File: src/verilog/gauge_pkg.sv
// constants, types and field layout shared by the charge-state gauge block
// Function
// charge state comes from cell voltage and temperature; current is only estimated
// under load, impedance follows predicted open-circuit voltage minus loaded voltage
// full capacity result is deliverable charge at present load down to termination
// uncompensated remaining and full capacity variants are also reported
// initial low-charge flag sets when remaining capacity drops below its threshold
// initial low-charge flag clears when remaining capacity rises above that threshold
// voltage below shutdown set level sets shutdown flag and signals interrupt pin
// set shutdown flag clears above shutdown clear voltage, signalling the pin
// load mode 0 selects constant current (default), 1 selects constant power
// load-mode status bit always mirrors the load-mode setting
// current select 0 uses previous discharge cycle average; every cycle is recorded
// current select 1 (default) uses present cycle running average discharge current
// current select 2 uses average current, 3 a 14 s low-pass current
// current select 4 design capacity/5, 5 at-rate, 6 user rate in mA
// power select 0 previous cycle average power, 1 (default) present average power
// power select 2 average current times voltage, 3 filtered current times voltage
// power select 4 design energy/5, 5 at-rate, 6 user rate, 10 mW units
// reserve charge and energy settings are passed on, compensated at no-load rate
// discharging only when estimated current exceeds discharge threshold
// charging only when estimated current exceeds charge threshold
// host keeps thresholds below normal currents but above noise and drift
// interrupt pin active low with polarity bit clear, else active high
// flags evaluate on each update and hold between updates
package gauge_pkg;
  localparam int unsigned CLK_HZ        = 20_000_000;
  localparam int unsigned PULSE_US      = 1000;
  localparam int unsigned PULSE_CYC_DEF = CLK_HZ / 1_000_000 * PULSE_US;
  localparam int unsigned TAU_S         = 14;
  localparam int unsigned SAMPLE_S      = 1;
  localparam int unsigned LPF_SHIFT     = $clog2(TAU_S / SAMPLE_S);
  localparam int unsigned EFF_SHIFT     = 2;
  localparam int unsigned UW_PER_10MW   = 10000;
  localparam int unsigned HIST_DEPTH    = 8;
  localparam int unsigned HIST_AW       = $clog2(HIST_DEPTH);
  localparam int unsigned NCFG          = 12;

  // byte addresses on the register bus
  localparam logic [7:0] ADDR_CTRL   = 8'h00;
  localparam logic [7:0] ADDR_STATUS = 8'h04;
  localparam logic [7:0] CFG_BASE    = 8'h08;
  localparam logic [7:0] ADDR_LOAD   = 8'h38;
  localparam logic [7:0] ADDR_REM    = 8'h3C;
  localparam logic [7:0] ADDR_FULL   = 8'h40;
  localparam logic [7:0] ADDR_NOM    = 8'h44;
  localparam logic [7:0] ADDR_FAVAIL = 8'h48;
  localparam logic [7:0] ADDR_VOLT   = 8'h4C;
  localparam logic [7:0] ADDR_IRDROP = 8'h50;
  localparam logic [7:0] ADDR_AVG    = 8'h54;

  // configuration word indices, word i at CFG_BASE + 4*i
  localparam int unsigned CFG_INITIAL_LOW_CHARGE_FLAG    = 0;
  localparam int unsigned CFG_SD_SET  = 1;
  localparam int unsigned CFG_SD_CLR  = 2;
  localparam int unsigned CFG_DSG_THR = 3;
  localparam int unsigned CFG_CHG_THR = 4;
  localparam int unsigned CFG_DCAP    = 5;
  localparam int unsigned CFG_DENERGY = 6;
  localparam int unsigned CFG_HYPOTHETICAL_RATE_VALUE  = 7;
  localparam int unsigned CFG_URATE_MA = 8;
  localparam int unsigned CFG_URATE_MW = 9;
  localparam int unsigned CFG_RSV_CHG = 10;
  localparam int unsigned CFG_RSV_EN  = 11;
  localparam logic [NCFG-1:0][15:0] CFG_RST = {16'h0000, 16'h0000, 16'h0000, 16'h0000,
    16'h0000, 16'h0172, 16'h03E8, 16'h004B, 16'h003C, 16'h0D48, 16'h0C4E, 16'h0096};

  // control word fields
  localparam int unsigned CTRL_LDMODE = 0;
  localparam int unsigned CTRL_LDSEL  = 1;
  localparam int unsigned CTRL_POL    = 4;
  localparam logic [7:0]  CTRL_RST    = 8'h02;

  // status word fields
  localparam int unsigned ST_LOAD_MODE_STATUS_BIT = 0;
  localparam int unsigned ST_LOW  = 1;
  localparam int unsigned ST_SD   = 2;
  localparam int unsigned ST_DSG  = 3;
  localparam int unsigned ST_CHG  = 4;

  typedef enum logic [2:0] {
    LS_PREV = 3'h0, LS_PRESENT = 3'h1, LS_AVG = 3'h2, LS_LPF = 3'h3,
    LS_DESIGN = 3'h4, LS_HYPOTHETICAL_RATE_VALUE = 3'h5, LS_USER = 3'h6
  } load_sel_t;

  typedef enum logic [1:0] {INT_IDLE = 2'h0, INT_HOLD = 2'h1} int_st_t;

  // one voltage/current sample from the measurement front end
  typedef struct packed {
    logic               stb;
    logic [15:0]        volt_mv;
    logic [15:0]        ocv_mv;
    logic signed [15:0] cur_ma;
    logic [15:0]        temp;
  } meas_t;

  // capacity results from the impedance engine
  typedef struct packed {
    logic        stb;
    logic [15:0] rem;
    logic [15:0] full;
    logic [15:0] nom;
    logic [15:0] favail;
  } results_t;

  // settings handed back to the impedance engine
  typedef struct packed {
    logic        load_mode;
    logic [15:0] load_value;
    logic [15:0] rsv_chg;
    logic [15:0] rsv_en;
    logic        dsg;
    logic        chg;
  } engine_t;
endpackage

File: src/verilog/cycle_hist_mem.sv
// record of average discharge current and power, one word per discharge cycle
`timescale 1ns/1ps
`default_nettype none
module cycle_hist_mem
  import gauge_pkg::*;
(
  input  wire logic               sys_clk,
  input  wire logic               ce,
  input  wire logic               we,
  input  wire logic [HIST_AW-1:0] waddr,
  input  wire logic [31:0]        wdata,
  input  wire logic [HIST_AW-1:0] raddr,
  output logic      [31:0]        rdata
);
  typedef struct packed {
    logic [HIST_DEPTH-1:0][31:0] mem;
    logic [31:0]                 rd;
  } mem_st_t;

  mem_st_t m_q;
  mem_st_t m_d;

  assign rdata = m_q.rd;

  // read data always registered; content has no reset, a fresh record is unused
  always_comb
  begin
    m_d = m_q;
    m_d.rd = m_q.mem[raddr];
    if (we)
    begin
      m_d.mem[waddr] = wdata;
    end
  end

  // frozen while the clock enable is low
  always_ff @(posedge sys_clk)
  begin
    if (ce)
    begin
      m_q <= m_d;
    end
  end
endmodule
`default_nettype wire

File: src/verilog/charge_state_gauge.sv
// charge-state flags, load model selection and register slave of the gauge
`timescale 1ns/1ps
`default_nettype none
module charge_state_gauge #(
  parameter logic [15:0] PULSE_CYC = 16'(gauge_pkg::PULSE_CYC_DEF)
) (
  input  wire logic                sys_clk,
  input  wire logic                rst,
  input  wire logic                ce,
  input  wire logic                wb_cyc_i,
  input  wire logic                wb_stb_i,
  input  wire logic                wb_we_i,
  input  wire logic [7:0]          wb_adr_i,
  input  wire logic [3:0]          wb_sel_i,
  input  wire logic [31:0]         wb_dat_i,
  output logic      [31:0]         wb_dat_o,
  output logic                     wb_ack_o,
  input  wire gauge_pkg::meas_t    meas_i,
  input  wire gauge_pkg::results_t res_i,
  output logic                     soc_int_o,
  output gauge_pkg::engine_t       eng_o
);
  import gauge_pkg::*;

  typedef struct packed {
    logic [7:0]            ctrl;
    logic [NCFG-1:0][15:0] cfg;
    logic                  low_flag;
    logic                  sd_flag;
    logic                  dsg;
    logic                  chg;
    logic [15:0]           volt;
    logic [15:0]           temp;
    logic [15:0]           ir_drop;
    logic [15:0]           rem;
    logic [15:0]           full;
    logic [15:0]           nom;
    logic [15:0]           favail;
    logic [15:0]           avg_i;
    logic [15:0]           avg_p;
    logic [15:0]           eff_avg;
    logic [15:0]           lpf;
    logic [7:0]            nsamp;
    logic [HIST_AW-1:0]    wptr;
    logic                  hist_we;
    int_st_t               ist;
    logic [15:0]           pcnt;
    logic                  pin;
    logic                  ack;
    logic [31:0]           dat;
    logic [15:0]           load_val;
  } state_t;

  state_t      s_q;
  state_t      s_d;
  logic [31:0] prev_rec;
  logic [15:0] mag;
  logic [15:0] pw;
  logic        trig;
  logic        pol;
  logic [7:0]  a;

  // true when the byte address falls on a configuration word
  function automatic logic cfg_hit(input logic [7:0] ad);
    return (ad >= CFG_BASE) && (ad < 8'(CFG_BASE + NCFG * 4));
  endfunction

  function automatic logic [3:0] cfg_idx(input logic [7:0] ad);
    return 4'((ad - CFG_BASE) >> 2);
  endfunction

  // power in 10 mW units from mA and mV
  function automatic logic [15:0] pwr(input logic [15:0] i, input logic [15:0] v);
    logic [31:0] pr;
    pr = 32'(i) * 32'(v);
    pr = pr / 32'(UW_PER_10MW);
    return pr[15:0];
  endfunction

  // first-order step toward x, weight 2^-k; no divider needed
  function automatic logic [15:0] avg_step(input logic [15:0] av, input logic [15:0] x,
                                          input logic [2:0] k);
    logic signed [16:0] df;
    df = signed'({1'b0, x}) - signed'({1'b0, av});
    return av + 16'(df >>> k);
  endfunction

  // step weight shrinks as the sample count grows so early samples count fully
  function automatic logic [2:0] log2n(input logic [7:0] n);
    logic [2:0] k;
    k = 3'h0;
    for (int b = 1; b < 8; b++)
    begin
      if (n >= 8'(1 << b))
      begin
        k = 3'(b);
      end
    end
    return k;
  endfunction

  // register read mux
  function automatic logic [31:0] rd_mux(input logic [7:0] ad, input state_t s);
    logic [31:0] r;
    r = 32'h0000_0000;
    if (cfg_hit(ad))
    begin
      r = {16'h0000, s.cfg[cfg_idx(ad)]};
    end
    case (ad)
      ADDR_CTRL:   r = {24'h00_0000, s.ctrl};
      // status mirrors load mode
      ADDR_STATUS: r = {27'h000_0000, s.chg, s.dsg, s.sd_flag, s.low_flag,
                        s.ctrl[CTRL_LDMODE]};
      ADDR_LOAD:   r = {16'h0000, s.load_val};
      ADDR_REM:    r = {16'h0000, s.rem};
      ADDR_FULL:   r = {16'h0000, s.full};
      ADDR_NOM:    r = {16'h0000, s.nom};
      ADDR_FAVAIL: r = {16'h0000, s.favail};
      ADDR_VOLT:   r = {s.temp, s.volt};
      ADDR_IRDROP: r = {16'h0000, s.ir_drop};
      ADDR_AVG:    r = {s.avg_p, s.avg_i};
      default:     r = r;
    endcase
    return r;
  endfunction

  assign a   = {wb_adr_i[7:2], 2'b00};
  assign pol = s_q.ctrl[CTRL_POL];

  // every output is a field of the registered state
  assign wb_dat_o  = s_q.dat;
  assign wb_ack_o  = s_q.ack;
  assign soc_int_o = s_q.pin;
  // reserves passed through
  assign eng_o = '{load_mode: s_q.ctrl[CTRL_LDMODE], load_value: s_q.load_val,
                   rsv_chg: s_q.cfg[CFG_RSV_CHG], rsv_en: s_q.cfg[CFG_RSV_EN],
                   dsg: s_q.dsg, chg: s_q.chg};

  // previous cycle record sits one slot behind the write pointer
  cycle_hist_mem u_hist (
    .sys_clk (sys_clk),
    .ce      (ce),
    .we      (s_q.hist_we),
    .waddr   (s_q.wptr),
    .wdata   ({s_q.avg_p, s_q.avg_i}),
    .raddr   (s_q.wptr - HIST_AW'(1)),
    .rdata   (prev_rec)
  );

  // discharge magnitude and power of the incoming sample
  assign mag = (meas_i.cur_ma < 0) ? 16'(-meas_i.cur_ma) : 16'h0000;
  assign pw  = pwr(mag, meas_i.volt_mv);

  always_comb
  begin
    s_d = s_q;
    s_d.ack = 1'b0;
    s_d.hist_we = 1'b0;
    trig = 1'b0;

    // classic wishbone: answer one cycle after the request, unmapped reads give zero
    if (wb_cyc_i && wb_stb_i && !s_q.ack)
    begin
      s_d.ack = 1'b1;
      s_d.dat = rd_mux(a, s_q);
      if (wb_we_i && a == ADDR_CTRL && wb_sel_i[0])
      begin
        s_d.ctrl = {3'b000, wb_dat_i[4:0]};
      end
      if (wb_we_i && cfg_hit(a))
      begin
        for (int b = 0; b < 2; b++)
        begin
          if (wb_sel_i[b])
          begin
            s_d.cfg[cfg_idx(a)][8*b +: 8] = wb_dat_i[8*b +: 8];
          end
        end
      end
    end

    // a new voltage and temperature sample drives the estimate
    if (meas_i.stb)
    begin
      s_d.volt = meas_i.volt_mv;
      s_d.temp = meas_i.temp;
      // discharge needs the threshold exceeded
      s_d.dsg = mag > s_q.cfg[CFG_DSG_THR];
      // charge needs the threshold exceeded
      s_d.chg = meas_i.cur_ma > 0 && 16'(meas_i.cur_ma) > s_q.cfg[CFG_CHG_THR];
      // loaded drop from predicted open-circuit voltage
      s_d.ir_drop = (s_d.dsg && meas_i.ocv_mv > meas_i.volt_mv) ?
                    meas_i.ocv_mv - meas_i.volt_mv : 16'h0000;
      // average and 14 s filtered current
      s_d.eff_avg = avg_step(s_q.eff_avg, mag, 3'(EFF_SHIFT));
      s_d.lpf = avg_step(s_q.lpf, mag, 3'(LPF_SHIFT));
      // running averages restart at each discharge start
      if (s_d.dsg && !s_q.dsg)
      begin
        s_d.avg_i = mag;
        s_d.avg_p = pw;
        s_d.nsamp = 8'h01;
      end
      else if (s_d.dsg)
      begin
        s_d.nsamp = (s_q.nsamp == 8'hFF) ? s_q.nsamp : s_q.nsamp + 8'h01;
        s_d.avg_i = avg_step(s_q.avg_i, mag, log2n(s_d.nsamp));
        s_d.avg_p = avg_step(s_q.avg_p, pw, log2n(s_d.nsamp));
      end
      // each finished discharge cycle is recorded
      if (s_q.dsg && !s_d.dsg)
      begin
        s_d.hist_we = 1'b1;
      end
      // undervoltage sets shutdown flag, pin signals
      if (meas_i.volt_mv < s_q.cfg[CFG_SD_SET])
      begin
        trig = !s_q.sd_flag;
        s_d.sd_flag = 1'b1;
      end
      // clears only above separate clear level
      else if (s_q.sd_flag && meas_i.volt_mv > s_q.cfg[CFG_SD_CLR])
      begin
        trig = 1'b1;
        s_d.sd_flag = 1'b0;
      end
    end
    if (s_q.hist_we)
    begin
      s_d.wptr = s_q.wptr + HIST_AW'(1);
    end

    // compensated and uncompensated results captured together
    if (res_i.stb)
    begin
      s_d.rem = res_i.rem;
      // full capacity is that at present load
      s_d.full = res_i.full;
      s_d.nom = res_i.nom;
      s_d.favail = res_i.favail;
      // set below threshold
      if (res_i.rem < s_q.cfg[CFG_INITIAL_LOW_CHARGE_FLAG])
      begin
        s_d.low_flag = 1'b1;
      end
      // clear above threshold; R23: equal holds state
      else if (res_i.rem > s_q.cfg[CFG_INITIAL_LOW_CHARGE_FLAG])
      begin
        s_d.low_flag = 1'b0;
      end
    end

    // pulse timer; a new event during a pulse restarts it so none is lost
    case (s_q.ist)
      INT_IDLE:
      begin
        s_d.pcnt = 16'h0000;
      end
      INT_HOLD:
      begin
        s_d.pcnt = s_q.pcnt - 16'h0001;
        if (s_q.pcnt == 16'h0000)
        begin
          s_d.ist = INT_IDLE;
        end
      end
      default:
      begin
        s_d.ist = INT_IDLE;
      end
    endcase
    if (trig)
    begin
      s_d.ist = INT_HOLD;
      s_d.pcnt = PULSE_CYC - 16'h0001;
    end
    // polarity chooses the active level
    s_d.pin = (s_d.ist == INT_HOLD) ? s_d.ctrl[CTRL_POL] : !s_d.ctrl[CTRL_POL];

    // mode bit picks current or power table
    if (!s_q.ctrl[CTRL_LDMODE])
    begin
      // current-model options
      case (load_sel_t'(s_q.ctrl[CTRL_LDSEL +: 3]))
        LS_PREV:    s_d.load_val = prev_rec[15:0];
        LS_PRESENT: s_d.load_val = s_q.avg_i;
        LS_AVG:     s_d.load_val = s_q.eff_avg;
        LS_LPF:     s_d.load_val = s_q.lpf;
        LS_DESIGN:  s_d.load_val = s_q.cfg[CFG_DCAP] / 16'h0005;
        LS_HYPOTHETICAL_RATE_VALUE:  s_d.load_val = s_q.cfg[CFG_HYPOTHETICAL_RATE_VALUE];
        LS_USER:    s_d.load_val = s_q.cfg[CFG_URATE_MA];
        default:    s_d.load_val = s_q.avg_i;
      endcase
    end
    else
    begin
      // power-model options; R16 and R17 products and rates
      case (load_sel_t'(s_q.ctrl[CTRL_LDSEL +: 3]))
        LS_PREV:    s_d.load_val = prev_rec[31:16];
        LS_PRESENT: s_d.load_val = s_q.avg_p;
        LS_AVG:     s_d.load_val = pwr(s_q.eff_avg, s_q.volt);
        LS_LPF:     s_d.load_val = pwr(s_q.lpf, s_q.volt);
        LS_DESIGN:  s_d.load_val = s_q.cfg[CFG_DENERGY] / 16'h0005;
        LS_HYPOTHETICAL_RATE_VALUE:  s_d.load_val = s_q.cfg[CFG_HYPOTHETICAL_RATE_VALUE];
        LS_USER:    s_d.load_val = s_q.cfg[CFG_URATE_MW];
        default:    s_d.load_val = s_q.avg_p;
      endcase
    end
  end

  // synchronous reset; clock enable freezes every field
  always_ff @(posedge sys_clk)
  begin
    if (rst)
    begin
      s_q      <= '0;
      s_q.ctrl <= CTRL_RST;
      s_q.cfg  <= CFG_RST;
      s_q.pin  <= !CTRL_RST[CTRL_POL];
    end
    else if (ce)
    begin
      s_q <= s_d;
    end
  end
endmodule
`default_nettype wire

File: config.mk
export PLATFORM = sky130hd
export DESIGN_NAME = charge_state_gauge
export DESIGN_NICKNAME = d
export VERILOG_FILES = /design/src/verilog/gauge_pkg.sv /design/src/verilog/cycle_hist_mem.sv /design/src/verilog/charge_state_gauge.sv
export SDC_FILE = /design/constraint.sdc
export NUM_CORES = 2
export LEC_CHECK = 0
export ABC_AREA = 1
export BUFFER_PORTS_ARGS = -buffer_cell sky130_fd_sc_hd__buf_2
export CORE_ASPECT_RATIO = 0.7
export CORE_MARGIN = 2
export CORE_UTILIZATION = 45
export DETAILED_ROUTE_END_ITERATION = 12
export HOLD_SLACK_MARGIN = 0.05
export PLACE_DENSITY_LB_ADDON = 0.05
export SYNTH_ARGS = -nofsm -noshare
export SYNTH_HDL_FRONTEND = slang
export SYNTH_SLANG_ARGS = --single-unit
File: constraint.sdc
create_clock -name sys_clk -period 29.4 [get_ports sys_clk]
set_input_delay 5.88 -clock sys_clk [delete_from_list [all_inputs] [get_ports sys_clk]]
set_output_delay 5.88 -clock sys_clk [all_outputs]
set_load 0.01 [all_outputs]
==> key figures <==
Run status
  • Status: complete, but fails checks
  • Violated checks: setup timing

Die
  • DIE HEIGHT: 363 µm
  • Top-level I/O count: 265
  • Full die area: 187,000 µm²
  • Core area: 182,000 µm²
  • FP Rows: 131
  • Starting Density: 45.3%
  • Die width: 516 µm

Setup path
  • CP Launch Type: input port
  • Max incr delay on CP: 0.54 ns
  • Crit path buffers/inverters: 38
  • Worst Path Max Fanout: 8
  • Worst EP arrival: 30.17 ns
  • Crit path top cell by count: nand2_4
  • Reg2reg path depth: 130
  • Worst path depth: 186
  • Worst EP required: 29.94 ns
  • CP Class: input port to register
  • Delay-heaviest family, CP: simple AND/OR/NAND/NOR gates
  • CP max stage cell: fa_1
  • Setup crit end kind: register

Yosys
  • Synth async-reset ratio: 0%
  • Syn Nets: 12,900
  • Register area share after synthesis: 21.5%
  • Main flop type after synthesis: dfxtp_1
  • Dominant cells by area after synthesis: fa_1 (14%), nand2_1 (12%), dfxtp_1 (11%)
  • Number of synthesized flops with an enable pin: 288
  • Area leader, netlist: fa_1
  • Post-Synthesis Cells: 11,600
  • Synthesis-stage register bit count: 745
  • Post-Synthesis Cell Area: 82,700 µm²
  • Avg Inst Size Synth: 7.12 µm²
  • Yosys top cell area share: 14.3%
  • Synth cell types: 85
  • Synth warnings: 0

CTS
  • CTS sink cnt: 745
  • Worst-path clk slew: 0.07 ns
  • Clock Tree Root: clkbuf_16
  • CTS hold repair buffers: 0
  • Max Root-Sink Buffers: 3
  • Worst skew pair latency: 0.69 ns
  • H-Tree Depth: 3
  • CTS Buf Count: 77
  • CTS tree: built

Cells and area
  • Register area: 17,800 µm²
  • Area growth syn-to-layout: 17.7%
  • Layout cells sized above 1: 19.5%
  • Multi-input logic area: 57,000 µm²
  • Fillers: 17,700
  • Nets: 13,600

Drt
  • Initial DRC count: 8,327
  • Vias per cell: 5.43
  • Vias: 80,500
  • Post-route ant nets: 0
  • WL final: 312 mm
  • Initial DRT Pass Iterations: 6
  • DR DRC count: 0
  • Avg WL per Cell: 21.0 µm

Hold path
  • Hold Crit Class: register to register
  • Hold Crit Depth: 2

Timing
  • PnR worst setup slack: -0.234 ns
  • Post-route clock period utilization: 101%
  • Fmax: 33.7 MHz
  • Slew HR: 10.2%
  • TNS Setup: -0.234 ns
  • Fin. Hold Viols: 0
  • Period minus WS final: 29.63 ns
  • Unrepaired setup endpoints after global routing: yes
  • Max Slew Vio Count: 0
  • Max Clock Skew: 0.0303 ns
  • Worst Max-Slew Pin Slew: 1.34 ns
  • Final Setup Violations: 1

GRT
  • Total GRT Usage: 32.4%
  • Global route overflow: 0
  • Initial antenna violation count: 21
  • Number of global-route vias before repair: 74,000
  • Largest net degree at the start of global routing: 134
  • First-pass GRT wire length: 461 mm

Placed design
  • Hpwl dp: 242 mm
  • Pre-CTS WS: -1.88 ns
  • Routability congestion estimate: 0.993
  • IO buf count: 244

Run
  • Max-Cap Viols: 0
cells by family after synthesis:
| logic type | after synthesis | synth area share (%) |
|---|---|---|
| and+or+nand+nor | 4727 | 25.8 |
| adders and majority gates | 1128 | 22.4 |
| muxes | 12 | 0.145 |
| xor gates and xnor gates | 271 | 2.92 |
| buffers and inverters | 2715 | 13.2 |
| AOI/OAI and AO/OA | 2024 | 14.0 |
| DFF | 745 | 21.5 |
what timing repair did:
action                                  in CTS  in global routing
gates resized for setup                    139                672
endpoints found under the setup margin      10                 16
setup buffers                               38                108
cloned                                       7                  3
pin swaps                                   66                405
final cells by class:
| class | count | area share (%) |
|---|---|---|
| sequential | 745 | 18.3 |
| antenna | 4 | 0.0103 |
| multi-input combinational | 8171 | 58.6 |
| clock buffer | 101 | 2.24 |
| clock inverter | 39 | 0.477 |
| tap | 2460 | 3.16 |
| inverter | 2185 | 8.54 |
| timing repair buffer | 1136 | 8.70 |
cell usage after synthesis, drive strengths merged, types with 95 or more instances:
cell type and count:
nand3 566, o21ai 805, edfxtp 288, ha 539, nand4 95, inv 2147
o22ai 177, dfxtp 457, nor2 1000, nand2 2926, xor2 207, fa 589
clkbuf 405, a21oi 690, buf 124
metal layers:
| metal | track usage, % | wire [µm] | vias up |
|---|---|---|---|
| met5 | 0.491 | 270 | - |
| met4 | 8.49 | 8970 | 10 |
| met3 | 5.62 | 30700 | 371 |
| met2 | 47.4 | 130000 | 3321 |
| met1 | 48.8 | 142000 | 38700 |
| li1 | - | - | 38200 |
worst min-delay path, delay by kind of cell (launching register included):
family	cells	cell delay, ns
buffers and inverters	1	0.06
DFF	1	0.30
AOI/OAI and AO/OA	1	0.05
registers in the layout, indices dropped and copies added (netlist names):
signal        count
u_hist.rdata     32
s_q             371
eng_o            51
wb_ack_o          1
pol               1
soc_int_o         1
wb_dat_o         32
u_hist.m_q      256
cell usage in the layout (no fill, tap or decap), types with 42 or more instances in the layout:
cell type and n:
nor2_4 100, xnor2_1 59, buf_4 802, a21oi_2 43, fa_1 577, o21bai_1 61, nand4_1 87, nor2_1 831
nand2_2 327, o211ai_1 72, nand2_1 2424, a31oi_1 59, nand2_4 160, nor2_2 65, o21ai_0 736, buf_6 72
nand3_2 98, buf_2 240, nor3_1 42, nand3_1 427, clkbuf_16 81, a21oi_1 625, dfxtp_1 456, inv_2 82
ha_1 519, edfxtp_1 288, o22ai_1 175, xor2_1 200, inv_1 2052
worst paths after layout:
check             startpoint  slack, ns   endpoint
hold reg to reg     s_q[232]       0.45   s_q[232]
hold / removal      s_q[232]       0.45   s_q[232]
setup / recovery  meas_i[17]      -0.23   s_q[127]
setup reg to reg    s_q[107]       6.99  eng_o[34]
metrics by stage:
stage,instance area [µm²],hold slack [ns],utilization [%],instances
6_report,97300,0.454,53.3,14800
2_1_floorplan,82700,0.424,-,11600
4_1_cts,93800,0.456,51.4,14700
3_5_place_dp,90200,0.446,49.5,14500
5_1_grt,97300,0.476,53.3,14800
3_3_place_gp,90200,0.439,49.5,14500
Power is left out: the tool's default activity adds up to more than one toggle a clock period on the data nets, which glitch-free logic cannot reach.
